--- config.mk ---
export PLATFORM = sky130hd
export DESIGN_NAME = sfpi_top
export DESIGN_NICKNAME = d
export VERILOG_FILES = /design/src/verilog/sfpi_pkg.sv /design/src/verilog/sfpi_sync.sv /design/src/verilog/sfpi_fifo.sv /design/src/verilog/sfpi_top.sv
export VERILOG_INCLUDE_DIRS = /design/src /design/src/verilog
export SDC_FILE = /design/constraint.sdc
export NUM_CORES = 1
export LEC_CHECK = 0
export BUFFER_PORTS_ARGS = -buffer_cell sky130_fd_sc_hd__buf_2
export CELL_PAD_IN_SITES_DETAIL_PLACEMENT = 0
export CELL_PAD_IN_SITES_GLOBAL_PLACEMENT = 1
export CORE_MARGIN = 1.5
export CORE_UTILIZATION = 48
export DETAILED_ROUTE_END_ITERATION = 10
export PLACE_DENSITY = 0.94
export SLEW_MARGIN = 0
export SYNTH_ARGS = -nofsm -noshare
export SYNTH_HDL_FRONTEND = slang
export SYNTH_SLANG_ARGS = --single-unit
--- constraint.sdc ---
create_clock -name sys_clk -period 10 [get_ports sys_clk]
set_input_delay 0.5 -clock sys_clk [delete_from_list [all_inputs] [get_ports sys_clk]]
set_output_delay 0.5 -clock sys_clk [all_outputs]
set_load 0.01 [all_outputs]
--- src/verilog/sfpi_cfg.svh ---
`ifndef SFPI_CFG_SVH
`define SFPI_CFG_SVH

// ==========================================================================
// Instruction codes
`define SFPI_OP_READ        8'h03
`define SFPI_OP_DUAL_READ   8'h3B
`define SFPI_OP_QUAD_READ   8'h6B
`define SFPI_OP_PROG        8'h02
`define SFPI_OP_QUAD_PROG   8'h32
`define SFPI_OP_ERASE_4K    8'h20
`define SFPI_OP_ERASE_32K   8'h52
`define SFPI_OP_ERASE_64K   8'hD8
`define SFPI_OP_ERASE_CHIP  8'hC7
`define SFPI_OP_WR_STATUS   8'h01
`define SFPI_OP_FOUR_ON     8'h38
`define SFPI_OP_FOUR_OFF    8'hFF

// ==========================================================================
// Array organisation
`define SFPI_PAGE_BYTES     9'h100
`define SFPI_MASK_4K        21'h1FF000
`define SFPI_MASK_32K       21'h1F8000
`define SFPI_MASK_64K       21'h1F0000
`define SFPI_MASK_CHIP      21'h000000

// ==========================================================================
// Shifter counts and fill value
`define SFPI_BYTE_BITS      5'h08
`define SFPI_ADDR_BITS      5'h18
`define SFPI_RD_FILL        8'hFF

`endif

--- src/verilog/sfpi_pkg.sv ---
package sfpi_pkg;

  typedef enum logic [3:0] {
    K_READ, K_PROG, K_ERASE_4K, K_ERASE_32K, K_ERASE_64K, K_ERASE_CHIP,
    K_WR_STATUS, K_MODE_ON, K_MODE_OFF, K_OTHER
  } sfpi_kind_t;

  typedef enum logic [2:0] {
    ST_IDLE, ST_CMD, ST_ADDR, ST_WDATA, ST_RDATA, ST_IGNORE
  } sfpi_state_t;

  typedef struct packed {
    sfpi_kind_t  kind;
    logic [7:0]  opcode;
    logic [20:0] addr;
    logic [2:0]  lanes;
  } sfpi_cmd_t;

  typedef struct packed {
    logic [7:0] data;
    logic [7:0] clear_mask;
    logic [7:0] offset;
  } sfpi_wr_t;

  typedef struct packed {
    sfpi_kind_t kind;
    logic [2:0] lanes;
    logic       has_addr;
    logic       legal;
  } sfpi_dec_t;

  typedef struct packed {
    logic       sclk;
    logic       cs_n;
    logic [3:0] io;
  } sfpi_pins_t;

endpackage : sfpi_pkg

--- src/verilog/sfpi_sync.sv ---
`timescale 1ns/1ps
`default_nettype none

module sfpi_sync #(
  parameter int WIDTH = 6
) (
  // Clock and reset.
  input  wire logic             sys_clk,
  input  wire logic             reset,
  // Asynchronous level in, synchronised level out.
  input  wire logic [WIDTH-1:0] async_in,
  output logic      [WIDTH-1:0] sync_ff
);

  logic [WIDTH-1:0] meta_ff;

  always_ff @(posedge sys_clk) begin
    if (reset) begin
      meta_ff <= '1;
      sync_ff <= '1;
    end else begin
      meta_ff <= async_in;
      sync_ff <= meta_ff;
    end
  end

endmodule : sfpi_sync

`default_nettype wire

--- src/verilog/sfpi_fifo.sv ---
`timescale 1ns/1ps
`default_nettype none

module sfpi_fifo #(
  parameter int WIDTH = 8,
  parameter int DEPTH = 4
) (
  // Clock and reset.
  input  wire logic             sys_clk,
  input  wire logic             reset,
  // Filling side.
  input  wire logic [WIDTH-1:0] in_data,
  input  wire logic             in_valid,
  output logic                  in_ready_ff,
  // Draining side; data come from a register.
  output logic      [WIDTH-1:0] out_data_ff,
  output logic                  out_valid_ff,
  input  wire logic             out_ready
);

  localparam int AW = $clog2(DEPTH);

  logic [WIDTH-1:0] mem [DEPTH];
  logic [AW-1:0]    wptr_ff, rptr_ff, nxt_wptr, nxt_rptr;
  logic [AW:0]      cnt_ff, nxt_cnt;
  logic             nxt_in_ready, nxt_out_valid, push, load;

  // The output stage refills from the store whenever it empties, so the
  // store plus the stage together hold DEPTH + 1 words.
  always_comb begin
    push          = in_valid & in_ready_ff;
    load          = (cnt_ff != '0) & (~out_valid_ff | out_ready);
    nxt_wptr      = push ? AW'(wptr_ff + 1'b1) : wptr_ff;
    nxt_rptr      = load ? AW'(rptr_ff + 1'b1) : rptr_ff;
    nxt_cnt       = cnt_ff + (AW+1)'(push) - (AW+1)'(load);
    nxt_in_ready  = nxt_cnt != (AW+1)'(DEPTH);
    nxt_out_valid = load | (out_valid_ff & ~out_ready);
  end

  always_ff @(posedge sys_clk) begin
    if (reset) begin
      wptr_ff      <= '0;
      rptr_ff      <= '0;
      cnt_ff       <= '0;
      in_ready_ff  <= 1'b1;
      out_valid_ff <= 1'b0;
      out_data_ff  <= '0;
    end else begin
      wptr_ff      <= nxt_wptr;
      rptr_ff      <= nxt_rptr;
      cnt_ff       <= nxt_cnt;
      in_ready_ff  <= nxt_in_ready;
      out_valid_ff <= nxt_out_valid;
      if (load) begin
        out_data_ff <= mem[rptr_ff];
      end
    end
  end

  always_ff @(posedge sys_clk) begin
    if (push) begin
      mem[wptr_ff] <= in_data;
    end
  end

endmodule : sfpi_fifo

`default_nettype wire

--- src/verilog/sfpi_top.sv ---
`timescale 1ns/1ps
`default_nettype none
`include "sfpi_cfg.svh"
// Overview of operation
// - Single lane: serial_in sampled for instruction, address, data on rise.
// - Single lane: read data leaves on io lane 1, changing on clock fall.
// - Multi-lane: host drives lanes on rise, device drives read data on fall.
// - Quad and four-lane instructions need quad_enable_bit set.
// - With quad_enable_bit set, write protect becomes lane 2, pause lane 3.
// - Chip select high: deselected, every io lane released.
// - Started erase, program or status write survives chip select going high.
// - Chip select low: selected, takes instructions, supplies read data.
// - Instructions start after a high-to-low chip select; the synchroniser resets high, so chip select held low through reset also starts one.
// - Pause low while selected: outputs released, input and clock ignored.
// - Pause released while selected: operation resumes from the held state.
// - No pause function while quad_enable_bit is set.
// - Asserted write protect plus protect bits blocks status register writes.
// - No write-protect function while quad_enable_bit is set.
// - 8,192 pages of 256 bytes; one program writes at most one page.
// - Programming only clears bits; setting bits needs an erase.
// - Erase covers 4KB sector, 32KB block, 64KB block or whole chip.
// - 512 sectors, 64 and 32 blocks, each aligned on its size.
// - Addresses 000000h to 1FFFFFh; sectors span 1000h-aligned ranges.
// - Clock modes 0 and 3 both work; only clock edges matter.
// - Pause starts and ends at pin edge if clock low, else next fall.

module sfpi_top #(
  parameter int FIFO_DEPTH = 4
) (
  // Clock and reset.
  input  wire logic               sys_clk,
  input  wire logic               reset,
  // Flash pins.
  input  wire logic               sclk,
  input  wire logic               cs_n,
  input  wire logic [3:0]         io_in,
  output logic      [3:0]         io_out_ff,
  output logic      [3:0]         io_oe_ff,
  // Configuration.
  input  wire logic               quad_enable_bit,
  input  wire logic [1:0]         status_protect_bits,
  // Command hand-off.
  output var sfpi_pkg::sfpi_cmd_t cmd_ff,
  output logic                    cmd_valid_ff,
  input  wire logic               cmd_ready,
  // Write data.
  output var sfpi_pkg::sfpi_wr_t  wr_ff,
  output logic                    wr_valid_ff,
  // Read data.
  input  wire logic [7:0]         rd_data,
  input  wire logic               rd_valid,
  output logic                    rd_ready_ff,
  // Status.
  output logic                    selected_ff,
  output logic                    paused_ff,
  output logic                    four_lane_command_mode_ff,
  output logic                    status_write_blocked_ff
);
  import sfpi_pkg::*;

  // ========================================================================
  // Helpers
  function automatic sfpi_dec_t f_decode(input logic [7:0] op,
                                         input logic qe, input logic four);
    sfpi_dec_t d;
    d = '{kind: K_OTHER, lanes: four ? 3'd4 : 3'd1, has_addr: 1'b1,
          legal: 1'b1};
    case (op)
      `SFPI_OP_READ:       d.kind = K_READ;
      `SFPI_OP_DUAL_READ:  begin d.kind = K_READ; d.lanes = 3'd2;
                             d.legal = ~four; end
      `SFPI_OP_QUAD_READ:  begin d.kind = K_READ; d.lanes = 3'd4;
                             d.legal = qe; end
      `SFPI_OP_PROG:       d.kind = K_PROG;
      `SFPI_OP_QUAD_PROG:  begin d.kind = K_PROG; d.lanes = 3'd4;
                             d.legal = qe; end
      `SFPI_OP_ERASE_4K:   d.kind = K_ERASE_4K;
      `SFPI_OP_ERASE_32K:  d.kind = K_ERASE_32K;
      `SFPI_OP_ERASE_64K:  d.kind = K_ERASE_64K;
      `SFPI_OP_ERASE_CHIP: begin d.kind = K_ERASE_CHIP; d.has_addr = 1'b0;
                             end
      `SFPI_OP_WR_STATUS:  begin d.kind = K_WR_STATUS; d.has_addr = 1'b0;
                             end
      `SFPI_OP_FOUR_ON:    begin d.kind = K_MODE_ON; d.has_addr = 1'b0;
                             d.legal = qe; end
      `SFPI_OP_FOUR_OFF:   begin d.kind = K_MODE_OFF; d.has_addr = 1'b0;
                             end
      default:             d.legal = 1'b0;
    endcase
    return d;
  endfunction : f_decode

  // Shifts the sampled lanes in, most significant bit first.
  function automatic logic [23:0] f_shift(input logic [23:0] sh,
                                          input logic [3:0] io,
                                          input logic [2:0] lanes);
    case (lanes)
      3'd4:    return {sh[19:0], io};
      3'd2:    return {sh[21:0], io[1:0]};
      default: return {sh[22:0], io[0]};
    endcase
  endfunction : f_shift

  function automatic logic [3:0] f_present(input logic [7:0] b,
                                           input logic [2:0] lanes);
    case (lanes)
      3'd4:    return b[7:4];
      3'd2:    return {2'b00, b[7:6]};
      default: return {2'b00, b[7], 1'b0};
    endcase
  endfunction : f_present

  function automatic logic [3:0] f_lane_mask(input logic [2:0] lanes);
    case (lanes)
      3'd4:    return 4'hF;
      3'd2:    return 4'h3;
      default: return 4'h2;
    endcase
  endfunction : f_lane_mask

  // Erase addresses are forced onto the boundary of the erased unit.
  function automatic logic [20:0] f_erase_base(input sfpi_kind_t k,
                                               input logic [20:0] a);
    case (k)
      K_ERASE_4K:   return a & `SFPI_MASK_4K;
      K_ERASE_32K:  return a & `SFPI_MASK_32K;
      K_ERASE_64K:  return a & `SFPI_MASK_64K;
      K_ERASE_CHIP: return a & `SFPI_MASK_CHIP;
      default:      return a;
    endcase
  endfunction : f_erase_base

  // ========================================================================
  // Pin synchronisers and read-data buffer
  // The pins are oversampled, so the serial clock must stay well below a
  // quarter of sys_clk; each pin edge is seen two to three cycles late.
  sfpi_pins_t  pin_raw, pin_s;
  logic        sclk_d_ff, cs_d_ff;
  logic [7:0]  fifo_data;
  logic        fifo_valid, pop;

  assign pin_raw = '{sclk: sclk, cs_n: cs_n, io: io_in};

  sfpi_sync #(.WIDTH(6)) u_sync (
    .sys_clk  (sys_clk),
    .reset    (reset),
    .async_in (pin_raw),
    .sync_ff  (pin_s)
  );

  sfpi_fifo #(.WIDTH(8), .DEPTH(FIFO_DEPTH)) u_rd_fifo (
    .sys_clk      (sys_clk),
    .reset        (reset),
    .in_data      (rd_data),
    .in_valid     (rd_valid),
    .in_ready_ff  (rd_ready_ff),
    .out_data_ff  (fifo_data),
    .out_valid_ff (fifo_valid),
    .out_ready    (pop)
  );

  // ========================================================================
  // Serial engine
  sfpi_state_t state_ff, nxt_state;
  sfpi_dec_t   dec_ff, nxt_dec, dec;
  sfpi_cmd_t   nxt_cmd;
  sfpi_wr_t    nxt_wr;
  logic [23:0] sh_ff, nxt_sh, sh_new;
  logic [20:0] addr_ff, nxt_addr;
  logic [4:0]  bitcnt_ff, nxt_bitcnt, bits;
  logic [8:0]  wcnt_ff, nxt_wcnt;
  logic [7:0]  out_sh_ff, nxt_out_sh, cur;
  logic [3:0]  ocnt_ff, nxt_ocnt, nxt_io_out, nxt_io_oe;
  logic [2:0]  lanes;
  logic        armed_ff, nxt_armed, nxt_paused, nxt_four, nxt_blocked;
  logic        nxt_cmd_valid, nxt_wr_valid, nxt_selected;
  logic        cs_hi, sclk_s, rise, fall, fall_raw, pause_req;

  always_comb begin
    cs_hi      = pin_s.cs_n;
    sclk_s     = pin_s.sclk;
    fall_raw   = sclk_d_ff & ~sclk_s;
    rise       = ~sclk_d_ff & sclk_s & ~paused_ff & ~cs_hi;
    fall       = fall_raw & ~paused_ff & ~cs_hi;
    nxt_state  = state_ff;
    nxt_dec    = dec_ff;
    nxt_sh     = sh_ff;
    nxt_addr   = addr_ff;
    nxt_bitcnt = bitcnt_ff;
    nxt_wcnt   = wcnt_ff;
    nxt_out_sh = out_sh_ff;
    nxt_ocnt   = ocnt_ff;
    nxt_io_out = io_out_ff;
    nxt_four   = four_lane_command_mode_ff & quad_enable_bit;
    nxt_armed  = armed_ff | cs_hi;
    nxt_cmd    = cmd_ff;
    nxt_cmd_valid = cmd_valid_ff & ~cmd_ready;
    nxt_wr       = wr_ff;
    nxt_wr_valid = 1'b0;
    nxt_selected = ~cs_hi;
    pop        = 1'b0;
    cur        = out_sh_ff;
    dec        = dec_ff;
    lanes      = (state_ff == ST_CMD || state_ff == ST_ADDR)
                 ? (four_lane_command_mode_ff ? 3'd4 : 3'd1)
                 : dec_ff.lanes;
    sh_new     = f_shift(sh_ff, pin_s.io, lanes);
    bits       = bitcnt_ff + {2'b00, lanes};
    // Lane 2 is only a write protect pin while lanes 2 and 3 are not data.
    nxt_blocked = status_protect_bits[1] |
                  (status_protect_bits[0] & ~pin_s.io[2] &
                   ~quad_enable_bit);
    // Lane 3 is only a pause pin under the same condition.
    pause_req  = ~cs_hi & ~pin_s.io[3] & ~quad_enable_bit;
    nxt_paused = paused_ff;
    if (cs_hi || quad_enable_bit) begin
      nxt_paused = 1'b0;
    end else if (pause_req != paused_ff && (~sclk_s || fall_raw)) begin
      nxt_paused = pause_req;
    end

    // A command already handed off stays valid here; only the shifter is
    // dropped when the host deselects.
    if (cs_hi) begin
      nxt_state  = ST_IDLE;
      nxt_bitcnt = '0;
      nxt_ocnt   = '0;
    end else begin
      case (state_ff)
        ST_IDLE: begin
          if (cs_d_ff && armed_ff) begin
            nxt_state  = ST_CMD;
            nxt_bitcnt = '0;
          end
        end
        ST_CMD: begin
          if (rise) begin
            nxt_sh     = sh_new;
            nxt_bitcnt = bits;
            if (bits == `SFPI_BYTE_BITS) begin
              dec        = f_decode(sh_new[7:0], quad_enable_bit,
                                    four_lane_command_mode_ff);
              nxt_dec    = dec;
              nxt_bitcnt = '0;
              nxt_wcnt   = '0;
              nxt_addr   = '0;
              nxt_cmd    = '{kind: dec.kind, opcode: sh_new[7:0],
                             addr: '0, lanes: dec.lanes};
              nxt_state  = ST_IGNORE;
              if (!dec.legal) begin
                nxt_state = ST_IGNORE;
              end else if (dec.kind == K_MODE_ON) begin
                nxt_four  = 1'b1;
              end else if (dec.kind == K_MODE_OFF) begin
                nxt_four  = 1'b0;
              end else if (dec.kind == K_WR_STATUS) begin
                nxt_state = status_write_blocked_ff ? ST_IGNORE
                                                    : ST_WDATA;
              end else if (dec.has_addr) begin
                nxt_state = ST_ADDR;
              end else begin
                nxt_cmd_valid = 1'b1;
              end
            end
          end
        end
        ST_ADDR: begin
          if (rise) begin
            nxt_sh     = sh_new;
            nxt_bitcnt = bits;
            if (bits == `SFPI_ADDR_BITS) begin
              nxt_bitcnt    = '0;
              nxt_addr      = f_erase_base(dec_ff.kind, sh_new[20:0]);
              nxt_cmd.addr  = nxt_addr;
              nxt_cmd_valid = 1'b1;
              case (dec_ff.kind)
                K_READ:  nxt_state = ST_RDATA;
                K_PROG:  nxt_state = ST_WDATA;
                default: nxt_state = ST_IGNORE;
              endcase
            end
          end
        end
        ST_WDATA: begin
          if (rise) begin
            nxt_sh     = sh_new;
            nxt_bitcnt = bits;
            if (bits == `SFPI_BYTE_BITS) begin
              nxt_bitcnt = '0;
              if (wcnt_ff < `SFPI_PAGE_BYTES) begin
                nxt_wr_valid = 1'b1;
                nxt_wcnt     = wcnt_ff + 9'h001;
                nxt_wr = '{data: sh_new[7:0], clear_mask: ~sh_new[7:0],
                           offset: addr_ff[7:0] + wcnt_ff[7:0]};
              end
            end
          end
        end
        ST_RDATA: begin
          if (fall) begin
            if (ocnt_ff == 4'h0) begin
              cur = fifo_valid ? fifo_data : `SFPI_RD_FILL;
              pop = fifo_valid;
            end
            nxt_io_out = f_present(cur, dec_ff.lanes);
            nxt_out_sh = cur << dec_ff.lanes;
            nxt_ocnt   = ocnt_ff + {1'b0, dec_ff.lanes};
            if (nxt_ocnt == 4'h8) begin
              nxt_ocnt = 4'h0;
            end
          end
        end
        default: ;
      endcase
    end
    nxt_io_oe = (nxt_state == ST_RDATA && !nxt_paused)
                ? f_lane_mask(dec_ff.lanes) : 4'h0;
  end

  always_ff @(posedge sys_clk) begin
    if (reset) begin
      state_ff  <= ST_IDLE;
      dec_ff    <= '{kind: K_OTHER, lanes: 3'd1, has_addr: 1'b0,
                     legal: 1'b0};
      sh_ff     <= '0;
      addr_ff   <= '0;
      bitcnt_ff <= '0;
      wcnt_ff   <= '0;
      out_sh_ff <= '0;
      ocnt_ff   <= '0;
      sclk_d_ff <= 1'b1;
      cs_d_ff   <= 1'b1;
      armed_ff  <= 1'b0;
      io_out_ff <= 4'h0;
      io_oe_ff  <= 4'h0;
      cmd_ff    <= '{kind: K_OTHER, opcode: 8'h00, addr: '0, lanes: 3'd1};
      cmd_valid_ff <= 1'b0;
      wr_ff        <= '0;
      wr_valid_ff  <= 1'b0;
      selected_ff  <= 1'b0;
      paused_ff    <= 1'b0;
      four_lane_command_mode_ff <= 1'b0;
      status_write_blocked_ff   <= 1'b0;
    end else begin
      state_ff  <= nxt_state;
      dec_ff    <= nxt_dec;
      sh_ff     <= nxt_sh;
      addr_ff   <= nxt_addr;
      bitcnt_ff <= nxt_bitcnt;
      wcnt_ff   <= nxt_wcnt;
      out_sh_ff <= nxt_out_sh;
      ocnt_ff   <= nxt_ocnt;
      sclk_d_ff <= sclk_s;
      cs_d_ff   <= cs_hi;
      armed_ff  <= nxt_armed;
      io_out_ff <= nxt_io_out;
      io_oe_ff  <= nxt_io_oe;
      cmd_ff    <= nxt_cmd;
      cmd_valid_ff <= nxt_cmd_valid;
      wr_ff        <= nxt_wr;
      wr_valid_ff  <= nxt_wr_valid;
      selected_ff  <= nxt_selected;
      paused_ff    <= nxt_paused;
      four_lane_command_mode_ff <= nxt_four;
      status_write_blocked_ff   <= nxt_blocked;
    end
  end
endmodule : sfpi_top

`default_nettype wire

Word level (Yosys, flattened, before mapping)
Memory sizes are Yosys's and may differ from the RTL's. A register that Yosys moved wholly into a read port is not among the register bits. Index checks and enable logic that the tools add are counted.

Add/subtract/negate cells: 8. Multipliers: 0. Divide/modulo/power cells: 0. Magnitude comparators: 1. Equality and inequality tests: 43. Shift-type cells: 1. Multiplexer cells: 89. Bitwise logic cells: 35. Reduce and logical (&&, ||, !) cells: 33.

Operators with widths (number): 21-bit case mux with 2 select lines (2); 21-bit case mux with 4 select lines (1); 8-bit two-way mux (7); 24-bit two-way mux (2); 9-bit two-way mux (5); 21-bit two-way mux (2); 3-bit two-way mux (14); 4-bit case mux with 9 select lines (1); 1-bit two-way mux (35); 8-bit by 6-bit equality test with 1-bit output (second input constant) (4); 5-bit two-way mux (5); 8-bit equality test (second input constant) (3); 4-bit two-way mux (5); 9-bit case mux with 2 select lines (1); 4-bit by 3-bit equality test with 1-bit output (second input constant) (4); 8-bit by 2-bit equality test with 1-bit output (second input constant) (2); 8-bit by 7-bit equality test with 1-bit output (second input constant) (2); 4-bit case mux with 2 select lines (2); 8-bit case mux with 2 select lines (1); 1-bit AND (15); 1-bit inverter (15); 5-bit case mux with 3 select lines (1); 3-bit by 2-bit equality test with 1-bit output (second input constant) (4); 3-bit equality test (second input constant) (4); 44 further kinds (73).

Register bits after elaboration: 155. Bits in latches: 0. Bits in writable memories: 32. Bits in read-only memories: 0. Output and inout port bits: 75. Word-level logic and storage cells: 243. Memories: 1.

Memories: u_rd_fifo.mem (words 4, width 8, read ports 1, clocked after memory_dff 1, write ports 1, RTL line sfpi_fifo.sv:23) `logic [WIDTH-1:0] mem [DEPTH];`.

Logic depth before layout (Yosys ltp)
Word-level depth: 25. Mapped depth: 20. Mapped depth without buffers: 15.

Hierarchy
A second synthesis with hierarchy kept.

Cells, all modules: 999. Area, all modules: 9037.4 µm².

By module, submodules not included: sfpi_top (instances 1, cells an instance 844, area each 6769.0 µm²); sfpi_fifo (instances 1, cells an instance 130, area each 1948.1 µm²); sfpi_sync (instances 1, cells an instance 25, area each 320.3 µm²).

Worst setup path before layout
OpenSTA, ideal clock, no wires.

Path type: flip-flop to flip-flop. Start point: register state_ff[0]. End point: register io_oe_ff[0]. Setup time: 0.100 ns. Data arrival time: 3.767 ns. Data required time: 9.900 ns. Setup slack: 6.133 ns. Cell stages (with the launch flop): 19. Buffers on the path: 3. Clock period less this slack: 3.867 ns. Cell sequence: dfxtp_1 -> xor2_2 -> and3_1 -> clkbuf_1 -> nor2_1 -> ha_1 -> ha_1 -> a31oi_1 -> o21ai_1 -> a21oi_1 -> or3_1 -> and2_1 -> clkbuf_1 -> nand2_1 -> or2_2 -> clkbuf_1 -> a221oi_1 -> nand3_2 -> a2111oi_4.

Cells in the longest elaborated chain, start to end: 25. Elaborated cells between the ends (all ways): 62.

Ends and longest elaborated chain: start: declaration (RTL line sfpi_top.sv:164) `sfpi_state_t state_ff, nxt_state;`; start signal: assignment (RTL line sfpi_top.sv:345) `state_ff <= nxt_state;`; 3-bit by 1-bit equality test with 1-bit output or 3-bit by 2-bit equality test with 1-bit output (tied branches) (RTL line sfpi_top.sv:204, sfpi_top.sv:229); 1-bit logical OR (RTL line sfpi_top.sv:204) `lanes = (state_ff == ST_CMD || state_ff == ST_ADDR)`; 3-bit two-way mux (RTL line sfpi_top.sv:205) `? (four_lane_command_mode_ff ? 3'd4 : 3'd1)`; 3-bit by 2-bit equality test with 1-bit output or 3-bit equality test (tied branches) (RTL line sfpi_top.sv:97) `case (lanes)`; 21-bit case mux with 2 select lines (RTL line sfpi_top.sv:97); 8-bit by 7-bit equality test with 1-bit output (tied with other cells) (RTL line sfpi_top.sv:68) `case (op)`; 3-bit OR reduction (no line) (tied with other cells); 4-bit case mux with 9 select lines or 1-bit two-way mux (tied branches) (RTL line sfpi_top.sv:68); (+9 left out); 3-bit two-way mux (RTL line sfpi_top.sv:240) `` if (bits == `SFPI_BYTE_BITS) begin ``; 3-bit two-way mux (RTL line sfpi_top.sv:237) `if (rise) begin`; 3-bit case mux with 3 select lines (*) (RTL line sfpi_top.sv:229) `case (state_ff)`; 3-bit two-way mux (*) (RTL line sfpi_top.sv:224) `if (cs_hi) begin`; 3-bit equality test (*) (RTL line sfpi_top.sv:316) `nxt_io_oe = (nxt_state == ST_RDATA && !nxt_paused)`; 1-bit logical AND (*) (RTL line sfpi_top.sv:316); 1-bit inverter (no line) (*); 2-bit OR reduction (no line) (*); end signal: assignment (RTL line sfpi_top.sv:357) `io_oe_ff <= nxt_io_oe;`; end: declaration (RTL line sfpi_top.sv:38) `output logic [3:0] io_oe_ff,`.

Mark *: on every way between the ends. The rest lies on a longest branch, timed or not. The select of a mux whose other input is x is not followed. A chain may end at the register's enable or synchronous reset.

Worst setup path after layout
Start point: register state_ff[2]. End point: register dec_ff[5] (netlist name).

Cells in the longest elaborated chain, start to end: 12. Elaborated cells between the ends (all ways): 29.

Ends and longest elaborated chain: 3-bit by 1-bit equality test with 1-bit output or 3-bit by 2-bit equality test with 1-bit output (tied branches) (RTL line sfpi_top.sv:204, sfpi_top.sv:229); 1-bit logical OR (RTL line sfpi_top.sv:204); 3-bit two-way mux (RTL line sfpi_top.sv:205); 3-bit by 2-bit equality test with 1-bit output or 3-bit equality test (tied branches) (RTL line sfpi_top.sv:97); 21-bit case mux with 2 select lines (RTL line sfpi_top.sv:97); 8-bit by 7-bit equality test with 1-bit output (tied with other cells) (RTL line sfpi_top.sv:68); 3-bit OR reduction (no line) or 2-bit OR reduction (tied branches); 4-bit case mux with 9 select lines (RTL line sfpi_top.sv:68); 4-bit two-way mux (RTL line sfpi_top.sv:240); 4-bit two-way mux (RTL line sfpi_top.sv:237); 4-bit two-way mux (RTL line sfpi_top.sv:229); 4-bit two-way mux (RTL line sfpi_top.sv:224); end signal: assignment (RTL line sfpi_top.sv:323) `dec_ff <= '{kind: K_OTHER, lanes: 3'd1, has_addr: 1'b0,`; end signal: assignment (RTL line sfpi_top.sv:346) `dec_ff <= nxt_dec;`; end: declaration (RTL line sfpi_top.sv:165) `sfpi_dec_t dec_ff, nxt_dec, dec;`.

Several ways; a longest one is shown, not always the timed one. The select of a mux whose other input is x is not followed.

==> impl_results.md <==
- Status: finished clean
- Final period util: 0.4863
- Sequential-to-total area share from yosys stat: 0.4638
- CTS H-tree lvls: 4
- Initial antenna violation count: 0
- Crit path DAT: 5.19 ns
- Post-route antenna net violation count: 0
- Setup TNS: 0 ns
- GRT Total Usage: 0.2318
- Multi-input logic area: 4350 um2
- Vias in the first global route: 6744
- Vias per cell: 5.777
- CP delay by family, top: simple AND/OR/NAND/NOR gates
- Critical Path End Type: register
- Post-DP Area: 9316 um2
- Die width: 137.8 um
- Fin Hold WS: 0.2477 ns
- DR iter-0 viols: 557
- Synth cell types: 69
- Synthesized flop and latch total: 186
- FF-to-FF End: dec_ff[5]$_SDFFE_PP1P_
- R2R setup slack: 5.14 ns
- Netlist Area Pre-Place: 8720 um2
- Final Slew Violations: 0
- GRT overflow: 0
- Detail Placement HPWL: 14630 um
- CP Data Required Time: 10.32 ns
- Synth warn: 0
- Synth-to-layout area growth: 13.92%
- EDFF count, synth: 32
- Top-count cell post-synth: nor2_1
- DR DRC count: 0
- Hold depth: 2
- Die Y: 137.8 um
- Worst-case headroom to the max-slew limit: 0.2197
- RSZ-0062 raised after global routing: false
- CTS tree: done
- Hold Crit Start: io_in[2]
- Clock Latency Late Sink: 0.44 ns
- Critical path type: reg -> reg
- Register area: 4044 um2
- GPL Wtd Cong: 0.9472
- N_diodes: 0
- CP Max Fanout: 30
- Root Driver: clkbuf_16
- Final nets: 1072
- Max Cap Violations: 0
- Worst Clk Skew: 0.008654 ns
- Crit path cell chain: inv_1 > and3_1 > nor2_1 > ha_1 > ha_1 > a31oi_1 > o21ai_1 > nor4b_1 > o31ai_1 > nor2_1 > nand2_1 > nor2_2 > o21ai_0 > o32ai_1 > nand2b_1
- Ys async rst share: 0
- Clock sink total: 186
- Max Freq: 0.2056 GHz
- DR vias: 7337
- HP Class: in -> reg
- Synthesized area per cell: 8.980 um2
- Power Dens Cells: 174.0 nW/um2
- Fillers: 1632
- Synthesized net count: 1015
- Post-Route WL: 21190 um
- Fin area: 9933 um2
- Least-Margin Pin Slew: 1.169 ns
- Largest net degree at the start of global routing: 111
- I/O pin cnt: 96
- Synth top area share: 0.3536
- Final Hold Vio Count: 0
- Slowest-stage cell, CP: nor2_2
- Share of layout cells above drive strength 1: 0.1710
- CTS Buf Count: 17
- Final setup viols: 0
- WHS Endpoint: u_sync.meta_ff[2]$_SDFF_PP1_
- Hold buffer count at CTS: 0
- Power, Total: 1.728 mW
- First-pass GRT wire length: 34380 um
- Reg2reg start: state_ff[2]$_SDFF_PP0_
- Core area: 17900 um2
- Leak: 3.805 nW
- Post-Synthesis Cells: 971
- Initial core utilization: 0.4871
- Worst VDD drop: 0.1265 mV
- Post-CTS Resized: 0
- Ranking of synthesized cells by area: dfxtp_1, edfxtp_1, nor2_1, a21oi_1, a211oi_1
- Reg2reg path depth: 15
- Synth cell count leaders: nor2_1, dfxtp_1, a21oi_1
- DR pass1 iterations: 7
- Startpoint Class: register
- Buffers on Ports: 95
- Main synth FF type: dfxtp_1
- Max stage delay on crit path: 0.92 ns
- Number of cell rows: 49
- # Post-CTS Setup Buffers: 0
- WL/cell: 16.68 um
- Minimum clock period: 4.863 ns
- DIE AREA: 18980 um2
- Clock-pin slew of the registers on the worst-case setup and hold paths: 0.08 ns
- Leading area contributor after synthesis: dfxtp_1
- CTS Buffer Depth: 2
- Buf/Inv on CP: 1
==> metal layers <==
| layer | vias up | routed length [um] | GRT usage |
|---|---|---|---|
| met2 | 255 | 9576 | 0.3511 |
| li1 | 3599 | - | - |
| met5 | - | 0 | 0 |
| met3 | 35 | 1410 | 0.04415 |
| met4 | 0 | 451 | 0.08218 |
| met1 | 3448 | 9747 | 0.3298 |
==> sequential cells by signal (all words and copies together) (netlist names), 5 cells and up <==
register / count
addr_ff: 8
bitcnt_ff: 5
cmd_ff: 21
dec_ff: 7
out_sh_ff: 8
sh_ff: 20
u_rd_fifo.mem: 32
u_rd_fifo.out_data_ff: 8
u_sync.meta_ff: 6
u_sync.sync_ff: 6
wcnt_ff: 9
wr_ff: 24
==> layout by cell type (no fill, tap or decap), drive strengths merged, types with 11 or more instances in the layout <==
cell type / netlist / final
nor2: 158 / 158
dfxtp: 154 / 154
buf: 7 / 105
a21oi: 91 / 91
nand2: 60 / 60
nor3: 48 / 48
a211oi: 36 / 36
edfxtp: 32 / 32
inv: 22 / 32
o21ai: 27 / 27
mux2i: 24 / 24
ha: 20 / 20
nand4: 18 / 18
or2: 18 / 18
clkbuf: 60 / 17
xnor2: 14 / 14
a22o: 13 / 13
nand3: 13 / 13
nor3b: 11 / 11
==> report_power, final <==
group          internal, mW  switching, mW
Combinational         0.103          0.103
Sequential            0.797         0.0330
Clock                 0.346          0.346
Total                  1.25          0.483
==> metrics by stage <==
step	instances	utilization	setup WS [ns]
6_report	1270	0.5549	5.137
3_5_place_dp	1238	0.5204	5.218
4_1_cts	1270	0.5549	5.184
2_1_floorplan	971	-	6.133
5_1_grt	1270	0.5549	4.614
3_3_place_gp	1238	0.5204	5.458
==> logic make-up after synthesis <==
kind of cell / synth area share
muxes: 0.05080
and+or+nand+nor: 0.2111
xor gates and xnor gates: 0.02396
AOI/OAI and AO/OA: 0.1751
DFF: 0.4638
buffers and inverters: 0.03975
adders and majority gates: 0.03559
==> worst max-delay path by stage <==
stage / start / endpoint / slack (ns) / cells past startpoint
floorplan: state_ff[0]$_SDFF_PP0_ / io_oe_ff[0]$_SDFF_PP0_ / 6.13 / 18
global placement: state_ff[2]$_SDFF_PP0_ / dec_ff[5]$_SDFFE_PP1P_ / 5.46 / 15
detailed placement: state_ff[2]$_SDFF_PP0_ / dec_ff[5]$_SDFFE_PP1P_ / 5.22 / 15
CTS: state_ff[2]$_SDFF_PP0_ / dec_ff[5]$_SDFFE_PP1P_ / 5.18 / 15
global route: state_ff[2]$_SDFF_PP0_ / dec_ff[5]$_SDFFE_PP1P_ / 4.61 / 15
finish: state_ff[2]$_SDFF_PP0_ / dec_ff[5]$_SDFFE_PP1P_ / 5.14 / 15
==> cell type report <==
class / count / area share
repair buffers: 105 / 0.05567
inverters: 22 / 0.008313
clock buffers: 17 / 0.04283
clock inverters: 15 / 0.01927
flip-flops and latches: 186 / 0.4071
multi-input cells: 696 / 0.4380
well taps: 229 / 0.02884
No activity file was read; power rests on OpenSTA's default activity.
